$ cat src/inc/crf_defs.svh
// constants for the converter ready flag and serial readout block
`ifndef CRF_DEFS_SVH
`define CRF_DEFS_SVH

// on-chip register selection codes carried in the low bits of the comms byte
`define CRF_SEL_COMMS 3'h0
`define CRF_SEL_STATUS 3'h1
`define CRF_SEL_MODE 3'h2
`define CRF_SEL_CTRL 3'h3
`define CRF_SEL_MAIN_DATA 3'h4
`define CRF_SEL_AUX_DATA 3'h5
`define CRF_SEL_CALIB 3'h6

// comms byte layout
`define CRF_COMMS_LEN 5'h08
`define CRF_COMMS_RD_BIT 6
`define CRF_COMMS_SEL_MSB 2

// status bit positions
`define CRF_STAT_MAIN_BIT 0
`define CRF_STAT_AUX_BIT 1
`define CRF_STAT_HOLD_BIT 2

// wishbone byte offsets
`define CRF_WB_CTRL 4'h0
`define CRF_WB_STATUS 4'h4
`define CRF_WB_COMMS 4'h8

// control register fields and reset value
`define CRF_CTRL_MAIN_EN_BIT 0
`define CRF_CTRL_AUX_EN_BIT 1
`define CRF_CTRL_RESET 2'h3

`endif

$ cat src/inc/crf_pkg.sv
// types shared by the converter ready flag block
`default_nettype none
package crf_pkg;

    // synchronised serial pin levels
    typedef struct packed {
        logic sclk;
        logic cs_n;
        logic din;
    } crf_pins_t;

    // serial frame phase
    typedef enum logic [0:0] {
        CRF_ST_COMMS = 1'b0,
        CRF_ST_DATA = 1'b1
    } crf_state_t;

endpackage : crf_pkg
`default_nettype wire

$ cat src/logic/crf_regmem.sv
// small register memory for the serially written setup registers
`timescale 1ns/1ps
`default_nettype none

module crf_regmem #(
    parameter int WIDTH = 16,
    parameter int DEPTH = 8
) (
    input wire logic clk_i,
    input wire logic we_i,
    input wire logic [$clog2(DEPTH)-1:0] waddr_i,
    input wire logic [WIDTH-1:0] wdata_i,
    input wire logic [$clog2(DEPTH)-1:0] raddr_i,
    output logic [WIDTH-1:0] rdata_o
);
    logic [WIDTH-1:0] mem_ff [DEPTH]; // storage, no reset needed for data
    logic [WIDTH-1:0] rdata_ff; // registered read word

    generate
        if (DEPTH < 2 || WIDTH < 1) begin : g_bad
            $error("crf_regmem: depth or width out of range");
        end
    endgenerate

    // write port and registered read port
    always_ff @(posedge clk_i) begin
        if (we_i) begin
            mem_ff[waddr_i] <= wdata_i;
        end
        rdata_ff <= mem_ff[raddr_i];
    end

    assign rdata_o = rdata_ff;
endmodule : crf_regmem

`default_nettype wire

$ cat src/logic/crf_top.sv
// ready flag, serial shift registers and wishbone control of the converter
//
// Register access over Wishbone and the register addresses were left to the implementer.
`timescale 1ns/1ps
`default_nettype none
`include "crf_defs.svh"
// Overview of operation
// - ready low while any valid unread result
// - ready high after full word read, unless another enabled result stays unread
// - ready high before next update, unread
// - ready low after calibration finishes
// - ready pin is NOR of main and aux status bits
// - disabled converter does not affect ready
// - after calibration hold low until mode write
// - output shifter loaded from selected register
// - input shifter written into selected setup register (mode, ctrl or calib only)
module crf_top #(
    parameter int DATA_W = 16
) (
    input wire logic clk_i,
    input wire logic rst_i,
    // converter core side
    input wire logic [DATA_W-1:0] main_result_i,
    input wire logic main_update_i,
    input wire logic [DATA_W-1:0] aux_result_i,
    input wire logic aux_update_i,
    input wire logic pre_update_i,
    input wire logic cal_done_i,
    // serial pins
    input wire logic sclk_i,
    input wire logic cs_n_i,
    input wire logic din_i,
    output logic dout_o,
    output logic rdy_n_o,
    // classic wishbone slave
    input wire logic wb_cyc_i,
    input wire logic wb_stb_i,
    input wire logic wb_we_i,
    input wire logic [3:0] wb_adr_i,
    input wire logic [3:0] wb_sel_i,
    input wire logic [31:0] wb_dat_i,
    output logic [31:0] wb_dat_o,
    output logic wb_ack_o
);
    generate
        if (DATA_W < 8 || DATA_W > 24) begin : g_bad
            $error("crf_top: DATA_W must lie between 8 and 24");
        end
    endgenerate

    // three-stage pin synchronisers and filtered levels
    crf_pkg::crf_pins_t s1_ff, s2_ff, s3_ff; // stage 1 is read only by stage 2
    crf_pkg::crf_pins_t pin_ff, nxt_pin; // levels accepted when stages 2 and 3 agree

    always_comb begin
        nxt_pin = pin_ff;
        if (s2_ff.sclk == s3_ff.sclk) nxt_pin.sclk = s3_ff.sclk;
        if (s2_ff.cs_n == s3_ff.cs_n) nxt_pin.cs_n = s3_ff.cs_n;
        if (s2_ff.din == s3_ff.din) nxt_pin.din = s3_ff.din;
    end

    always_ff @(posedge clk_i) begin
        if (rst_i) begin
            s1_ff <= '{sclk: 1'b1, cs_n: 1'b1, din: 1'b0};
            s2_ff <= '{sclk: 1'b1, cs_n: 1'b1, din: 1'b0};
            s3_ff <= '{sclk: 1'b1, cs_n: 1'b1, din: 1'b0};
            pin_ff <= '{sclk: 1'b1, cs_n: 1'b1, din: 1'b0};
        end else begin
            s1_ff <= '{sclk: sclk_i, cs_n: cs_n_i, din: din_i};
            s2_ff <= s1_ff;
            s3_ff <= s2_ff;
            pin_ff <= nxt_pin;
        end
    end

    // edges of the filtered serial clock, only inside a frame
    logic sclk_rise, sclk_fall;
    assign sclk_rise = nxt_pin.sclk & ~pin_ff.sclk & ~pin_ff.cs_n;
    assign sclk_fall = ~nxt_pin.sclk & pin_ff.sclk & ~pin_ff.cs_n;

    // serial framing state
    crf_pkg::crf_state_t st_ff, nxt_st; // comms byte or data word phase
    logic [4:0] cnt_ff, nxt_cnt; // bits taken in this phase
    logic [DATA_W-1:0] in_sr_ff, nxt_in_sr; // input shift register
    logic [DATA_W-1:0] out_sr_ff, nxt_out_sr; // output shift register
    logic rd_ff, nxt_rd; // current access is a read
    logic [2:0] sel_ff, nxt_sel; // selected on-chip register
    logic load_ff, nxt_load; // load output shifter next cycle
    logic word_done; // full data word moved this cycle
    logic [DATA_W-1:0] mem_rdata; // setup register read word
    logic mem_we;

    // status and result state
    logic main_rdy_ff, nxt_main_rdy; // main converter ready bit
    logic aux_rdy_ff, nxt_aux_rdy; // aux converter ready bit
    logic hold_ff, nxt_hold; // calibration result held until mode write
    logic [DATA_W-1:0] main_data_ff, nxt_main_data;
    logic [DATA_W-1:0] aux_data_ff, nxt_aux_data;
    logic rdy_n_ff, nxt_rdy_n;
    logic [1:0] ctrl_ff, nxt_ctrl; // converter enables from software
    logic main_stat, aux_stat; // status bits as seen by software
    logic [DATA_W-1:0] status_word;

    // a disabled converter never shows ready
    assign main_stat = main_rdy_ff & ctrl_ff[`CRF_CTRL_MAIN_EN_BIT];
    assign aux_stat = aux_rdy_ff & ctrl_ff[`CRF_CTRL_AUX_EN_BIT];
    always_comb begin
        status_word = '0;
        status_word[`CRF_STAT_MAIN_BIT] = main_stat;
        status_word[`CRF_STAT_AUX_BIT] = aux_stat;
        status_word[`CRF_STAT_HOLD_BIT] = hold_ff;
    end

    // serial shifting and frame sequencing
    always_comb begin
        nxt_st = st_ff;
        nxt_cnt = cnt_ff;
        nxt_in_sr = in_sr_ff;
        nxt_out_sr = out_sr_ff;
        nxt_rd = rd_ff;
        nxt_sel = sel_ff;
        nxt_load = 1'b0;
        word_done = 1'b0;
        mem_we = 1'b0;
        if (pin_ff.cs_n) begin
            // deselect aborts any partial transfer, next byte is comms
            nxt_st = crf_pkg::CRF_ST_COMMS;
            nxt_cnt = '0;
        end else if (load_ff) begin
            // output shifter takes the selected register
            if (sel_ff == `CRF_SEL_STATUS) begin
                nxt_out_sr = status_word;
            end else if (sel_ff == `CRF_SEL_MAIN_DATA) begin
                nxt_out_sr = main_data_ff;
            end else if (sel_ff == `CRF_SEL_AUX_DATA) begin
                nxt_out_sr = aux_data_ff;
            end else if (sel_ff == `CRF_SEL_COMMS) begin
                nxt_out_sr = '0;
            end else begin
                nxt_out_sr = mem_rdata;
            end
        end else if (sclk_fall && st_ff == crf_pkg::CRF_ST_DATA && cnt_ff != 5'h00) begin
            // first bit is presented at load, later bits on falling edges
            nxt_out_sr = {out_sr_ff[DATA_W-2:0], 1'b0};
        end else if (sclk_rise) begin
            nxt_in_sr = {in_sr_ff[DATA_W-2:0], nxt_pin.din};
            nxt_cnt = cnt_ff + 5'h01;
            case (st_ff)
                crf_pkg::CRF_ST_COMMS: begin
                    if (cnt_ff + 5'h01 == `CRF_COMMS_LEN) begin
                        nxt_rd = nxt_in_sr[`CRF_COMMS_RD_BIT];
                        nxt_sel = nxt_in_sr[`CRF_COMMS_SEL_MSB:0];
                        nxt_cnt = '0;
                        nxt_st = crf_pkg::CRF_ST_DATA;
                        nxt_load = nxt_in_sr[`CRF_COMMS_RD_BIT];
                    end
                end
                crf_pkg::CRF_ST_DATA: begin
                    if (cnt_ff + 5'h01 == 5'(DATA_W)) begin
                        word_done = 1'b1;
                        nxt_cnt = '0;
                        nxt_st = crf_pkg::CRF_ST_COMMS;
                        // written word goes to the selected setup register
                        mem_we = ~rd_ff && (sel_ff == `CRF_SEL_MODE ||
                                 sel_ff == `CRF_SEL_CTRL || sel_ff == `CRF_SEL_CALIB);
                    end
                end
                default: nxt_st = crf_pkg::CRF_ST_COMMS;
            endcase
        end
    end

    always_ff @(posedge clk_i) begin
        if (rst_i) begin
            st_ff <= crf_pkg::CRF_ST_COMMS;
            cnt_ff <= '0;
            in_sr_ff <= '0;
            out_sr_ff <= '0;
            rd_ff <= 1'b0;
            sel_ff <= `CRF_SEL_COMMS;
            load_ff <= 1'b0;
        end else begin
            st_ff <= nxt_st;
            cnt_ff <= nxt_cnt;
            in_sr_ff <= nxt_in_sr;
            out_sr_ff <= nxt_out_sr;
            rd_ff <= nxt_rd;
            sel_ff <= nxt_sel;
            load_ff <= nxt_load;
        end
    end

    // setup registers: read address follows the select being latched, so the word is ready at load
    crf_regmem #(.WIDTH(DATA_W), .DEPTH(8)) u_regmem (
        .clk_i(clk_i),
        .we_i(mem_we),
        .waddr_i(sel_ff),
        .wdata_i(nxt_in_sr),
        .raddr_i(nxt_sel),
        .rdata_o(mem_rdata)
    );

    // ready bits: a new result or calibration end wins over any clear
    always_comb begin
        nxt_main_rdy = main_rdy_ff;
        nxt_aux_rdy = aux_rdy_ff;
        nxt_hold = hold_ff;
        nxt_main_data = main_data_ff;
        nxt_aux_data = aux_data_ff;
        if (word_done && rd_ff && sel_ff == `CRF_SEL_MAIN_DATA && !hold_ff) begin
            nxt_main_rdy = 1'b0;
        end
        if (word_done && rd_ff && sel_ff == `CRF_SEL_AUX_DATA) begin
            nxt_aux_rdy = 1'b0;
        end
        if (pre_update_i && !hold_ff) begin
            // stale result withdrawn so a read does not straddle the update
            nxt_main_rdy = 1'b0;
            nxt_aux_rdy = 1'b0;
        end
        if (mem_we && sel_ff == `CRF_SEL_MODE) begin
            nxt_hold = 1'b0;
            nxt_main_rdy = 1'b0;
        end
        if (main_update_i) begin
            nxt_main_rdy = 1'b1;
            nxt_main_data = main_result_i;
        end
        if (aux_update_i) begin
            nxt_aux_rdy = 1'b1;
            nxt_aux_data = aux_result_i;
        end
        if (cal_done_i) begin
            nxt_hold = 1'b1;
            nxt_main_rdy = 1'b1;
        end
        // pin is low when any enabled status bit shows ready
        nxt_rdy_n = ~(nxt_main_rdy & ctrl_ff[`CRF_CTRL_MAIN_EN_BIT] |
                      nxt_aux_rdy & ctrl_ff[`CRF_CTRL_AUX_EN_BIT]);
    end

    always_ff @(posedge clk_i) begin
        if (rst_i) begin
            main_rdy_ff <= 1'b0;
            aux_rdy_ff <= 1'b0;
            hold_ff <= 1'b0;
            main_data_ff <= '0;
            aux_data_ff <= '0;
            rdy_n_ff <= 1'b1;
        end else begin
            main_rdy_ff <= nxt_main_rdy;
            aux_rdy_ff <= nxt_aux_rdy;
            hold_ff <= nxt_hold;
            main_data_ff <= nxt_main_data;
            aux_data_ff <= nxt_aux_data;
            rdy_n_ff <= nxt_rdy_n;
        end
    end

    assign rdy_n_o = rdy_n_ff;
    assign dout_o = out_sr_ff[DATA_W-1];

    // wishbone slave: ack one cycle after the strobe, unmapped reads zero
    logic ack_ff, nxt_ack;
    logic [31:0] wb_dat_ff, nxt_wb_dat;
    logic wb_req;
    assign wb_req = wb_cyc_i & wb_stb_i & ~ack_ff;

    always_comb begin
        nxt_ack = wb_req;
        nxt_wb_dat = wb_dat_ff;
        nxt_ctrl = ctrl_ff;
        if (wb_req) begin
            nxt_wb_dat = '0;
            if (wb_adr_i == `CRF_WB_CTRL) begin
                nxt_wb_dat[1:0] = ctrl_ff;
                if (wb_we_i && wb_sel_i[0]) nxt_ctrl = wb_dat_i[1:0];
            end else if (wb_adr_i == `CRF_WB_STATUS) begin
                nxt_wb_dat[DATA_W-1:0] = status_word;
            end else if (wb_adr_i == `CRF_WB_COMMS) begin
                nxt_wb_dat[3:0] = {rd_ff, sel_ff};
            end
        end
    end

    always_ff @(posedge clk_i) begin
        if (rst_i) begin
            ack_ff <= 1'b0;
            wb_dat_ff <= '0;
            ctrl_ff <= `CRF_CTRL_RESET;
        end else begin
            ack_ff <= nxt_ack;
            wb_dat_ff <= nxt_wb_dat;
            ctrl_ff <= nxt_ctrl;
        end
    end

    assign wb_ack_o = ack_ff;
    assign wb_dat_o = wb_dat_ff;
endmodule : crf_top
`default_nettype wire

$ cat config.mk
export PLATFORM = sky130hd
export DESIGN_NAME = crf_top
export DESIGN_NICKNAME = d
export VERILOG_FILES = /design/src/inc/crf_pkg.sv /design/src/logic/crf_regmem.sv /design/src/logic/crf_top.sv
export VERILOG_INCLUDE_DIRS = /design/src /design/src/inc
export SDC_FILE = /design/constraint.sdc
export NUM_CORES = 1
export LEC_CHECK = 0
export BUFFER_PORTS_ARGS = -buffer_cell sky130_fd_sc_hd__buf_2
export CAP_MARGIN = 20
export CORE_MARGIN = 10
export CORE_UTILIZATION = 53
export CTS_CLUSTER_SIZE = 25
export DETAILED_ROUTE_END_ITERATION = 8
export PLACE_DENSITY = 0.76
export RECOVER_POWER = 25
export SYNTH_ARGS = -nofsm -noshare
export SYNTH_HDL_FRONTEND = slang
export SYNTH_SLANG_ARGS = --single-unit
$ cat constraint.sdc
create_clock -name clk_i -period 3.8 [get_ports clk_i]
set_input_delay 0.38 -clock clk_i [delete_from_list [all_inputs] [get_ports clk_i]]
set_output_delay 0.38 -clock clk_i [all_outputs]
set_load 0.005 [all_outputs]
==> results summary <==
The worst path needs around 3.1 ns of the cycle, external delays included. The initial core utilization is between 50% and 60%. The overall track demand over capacity in global routing came out at 16.07%.

The minimum setup slack after placement came out at ~0.70 ns. In this run the worst path has a maximum fanout of 17. The worst hold margin came out at between 0.04 and 0.05 ns.

The number of global-route vias before repair is 6615. The quantity of I/O buffers inserted on ports came out at 57. The average routed wire per standard cell is 15.75 µm. The number of levels the H-tree was split into came out at 1. The critical path ends at u_regmem.rdata_o[1]. The clock transition time at the flip-flop clock pins of the worst setup and hold paths came out at ~0.060 ns.

The synthesized netlist contains 54 unique library cells. For this design, the CTS-stage hold fixing added 0 buffers. The startpoint identified for the worst register-to-register timing path is cnt_ff[0].

The final number of max-transition violations is 39. The sum of negative setup slack came out at 0 ns. In this run the tightest slew margin relative to its limit is -11.75%.

The total of flip-flops plus latches after synthesis came out at around 240. The detailed placer's ending HPWL came out at between 10000 and 15000 µm. In this run the remaining antenna-violating nets after routing total 0. The worst-case clock skew is around 0.021 ns. Setup repair after global routing left no endpoint under its margin. The die is 158.7 µm tall. The transition time of the tightest slew-check pin is about 1.7 ns.

The number of fill cells in the layout is ~1500. The placeable core area came out at about 19000 µm². The depth of the worst hold-timing path is 2. The area after detailed placement came out at 10800 µm². The arrival time at the worst endpoint came out at ~3.5 ns. The tool flagged a number of max-cap violations equal to 1.

The net switching power figure came out at 1.069 mW. The number of detailed-routing iterations run before antenna repair came out at 5. In the synthesized netlist the async set-or-reset flop fraction comes to 0%.

The combinational fraction of design power is roughly 2.9%. The worst setup path is captured at a flop. The mean cell area of the mapped netlist is 11.11 µm². The initial antenna violation count is 0. The first-pass GRT wire length came out at between 30000 and 40000 µm. The worst setup path is of the reg -> reg kind. After layout, the design draws a total of 5.352 mW.

Leaving out fill and tap cells, the most frequent cell in the layout is sky130_fd_sc_hd__edfxtp_1. The power per cell area came out at 461.6 nW/µm². The floorplan has 50 rows. The capturing point of the worst reg2reg path is u_regmem.rdata_o[1]. The number of buffers on the longest clock path came out at 3.

Buffers added to address setup during post-CTS repair amount to 0. The number of gates given a new drive strength after cts came out at 0. The setup slack on the worst flop-to-flop path came out at a little under 0.7 ns. The launch point of the critical path is cnt_ff[0].

The hold violation total from the final report is 0. The number of antenna diodes in the final layout is 0. The die width came out at about 160 µm. The class of the tightest hold or removal check is in -> reg. The total wirelength of the detailed-routed design is between 20000 and 25000 µm. The final reports fail on max-capacitance violations, max-slew violations.

Of the available clock period, the critical path in the final layout requires between 80% and 90%. The static leakage is roughly 4.6 nW. Registers are responsible for between 50% and 60% of the overall power. The cell area after layout is approximately 12000 µm².

The total overflow reported by the global router is 0. The switching power share of the total is between 10% and 20%. Leaving out fill and tap cells, the most frequent cells in the layout are 128 x sky130_fd_sc_hd__edfxtp_1, 114 x sky130_fd_sc_hd__dfxtp_1, 108 x sky130_fd_sc_hd__conb_1, 95 x sky130_fd_sc_hd__nor2_1, 74 x sky130_fd_sc_hd__inv_1. The clock reaches the later pin of the worst-skew pair after approximately 0.53 ns. In the final design database the tool counted about 1100 nets.

The post-layout instance count excluding filler cells is 1303. The area enclosed by the die boundary came out at around 25000 µm². In the final layout, the multi-input gates occupy about 3600 µm². The total via count in the routed design came out at ~7000. The number of warnings printed during yosys synthesis came out at 0. TritonCTS built the clock tree. The worst supply voltage drop on vdd is approximately 0.00023 V. The cell area that synthesis handed to floorplanning was approximately 10000 µm². The number of clock sinks is ~240. The number of remaining DRC errors came out at 0. The via-per-instance ratio came out at around 5.3. The congestion estimate from routability-driven global placement came to ~0.84. For the worst setup path, the data required time is between 4 and 5 ns.

In the post-route analysis, the smallest setup slack over all paths is a little under 0.7 ns. STA classifies the critical path startpoint as a flop. Among all flip-flop cells after synthesis, the most frequent one is sky130_fd_sc_hd__edfxtp_1.

Yosys mapped a number of flops with a built-in enable equal to roughly 130. The DRC marker count from the first detailed-route iteration came out at between 400 and 500. Derived from the worst setup path, the maximum achievable clock frequency is ~320 MHz. Cell internal power was estimated by the tool at 4.283 mW.

The pin count of the biggest net entering global routing is 66. Counting cells, the worst reg-to-reg path comes to 8. The number of instances in the synthesized netlist came out at just over 900. Across the whole layout, storage elements account for between 6000 and 7000 µm².

The top-level port count is approximately 120. The fraction of power consumed by the clock network came out at around 44%. Of the cells placed in the final design, the portion with a size suffix greater than 1 is roughly an eighth. In this run, CTS created clock tree buffers numbering 24.

The utilization after layout came out at between 60% and 70%. The setup-violating endpoint count in the final report is 0. The run finished, with violations left. The clock root buffer is sky130_fd_sc_hd__clkbuf_16. The cell count after placement came out at around 1300. Sequential elements use between 60% and 70% of the synthesized area. Relative to the synthesized area, the layout overhead comes to 13.77%.
flip-flops by register name, indices dropped and copies added (netlist names), 2 cells and up:
register and count:
s2_ff 3, u_regmem.rdata_o 16, main_data_ff 16, pin_ff 3, sel_ff 3, u_regmem.mem_ff 128, out_sr_ff 16, s1_ff 3
wb_dat_o 4, aux_data_ff 16, cnt_ff 5, s3_ff 3, ctrl_ff 2, in_sr_ff 16
power groups by stage:
stage | clock network (mW) | logic, mW | registers (mW)
finish | 2.37 | 0.158 | 2.83
CTS | 2.42 | 0.155 | 2.82
global placement | 0 | 0.150 | 2.88
detailed placement | 0 | 0.153 | 2.88
floorplan | 0 | 0.128 | 2.87
global route | 2.53 | 0.181 | 2.83
cell usage after synthesis, drive strengths merged (2+ instances only):
library cell | instances | area (µm²)
a21oi | 36 | 180.2
nand2b | 4 | 25.02
o2111ai | 64 | 560.5
nand3 | 5 | 25.02
buf | 51 | 385.4
and3 | 3 | 18.77
a31oi | 2 | 12.51
a211o | 2 | 17.52
edfxtp | 128 | 3844
and4 | 17 | 148.9
xnor2 | 2 | 17.52
nor4 | 3 | 18.77
xor2 | 2 | 17.52
nor2b | 7 | 43.79
o21bai | 2 | 15.01
a211oi | 15 | 112.6
a32oi | 4 | 35.03
mux2i | 38 | 380.4
a22oi | 18 | 135.1
clkbuf | 44 | 165.2
mux2 | 18 | 202.7
ha | 3 | 37.54
nor2 | 95 | 356.6
nand4 | 2 | 12.51
dlygate4sd1 | 2 | 17.52
nor4b | 2 | 17.52
or2 | 8 | 52.55
nand2 | 57 | 214.0
inv | 74 | 277.8
nor3 | 5 | 25.02
dfxtp | 114 | 2282
o21ai | 72 | 360.3
a32o | 2 | 20.02
a21o | 2 | 15.01
metal layers:
metal	track usage (%)	wire, µm	vias up
met2	27.34	9757	186
met4	4.543	277	0
met3	3.022	1515	23
met5	0	0	-
met1	20.47	8972	3284
li1	-	-	3402
final cells by class:
class	count	share of cell area, %
clock buffer	34	6.023
clock inverter	10	0.9498
inverter	74	2.396
multi-input combinational	610	31.42
sequential	242	52.84
tap	260	2.806
timing repair buffer	73	3.562
cell families after synthesis:
kind of cell	count (synthesis)	synth area share, %
flops	242	60.12
compound gates	225	15.05
other cells	1	0.03680
fa+ha+maj	3	0.3684
xor+xnor	4	0.3439
mux	56	5.722
buf+inv	172	8.423
simple gates	214	9.934
worst max-delay path, cell delays in order (launching register included):
cell and delay (ns):
sky130_fd_sc_hd__dfxtp_1 0.37, sky130_fd_sc_hd__ha_1 0.30, sky130_fd_sc_hd__or3_4 0.36, sky130_fd_sc_hd__a311oi_4 0.43, sky130_fd_sc_hd__and3_1 0.44, sky130_fd_sc_hd__mux2_2 0.53, sky130_fd_sc_hd__buf_12 0.21, sky130_fd_sc_hd__o2111ai_1 0.11
sky130_fd_sc_hd__and4_1 0.24
worst min-delay path by stage:
stage	to	from	slack [ns]
after floorplan	s2_ff[1]	s1_ff[1]	0.39
after global placement	s2_ff[1]	s1_ff[1]	0.39
after detailed placement	s2_ff[2]	s1_ff[2]	0.39
after CTS	s1_ff[2]	sclk_i	0.03
after global routing	s1_ff[2]	sclk_i	0.04
final	s1_ff[2]	sclk_i	0.04
No activity file was read; power rests on OpenSTA's default activity.
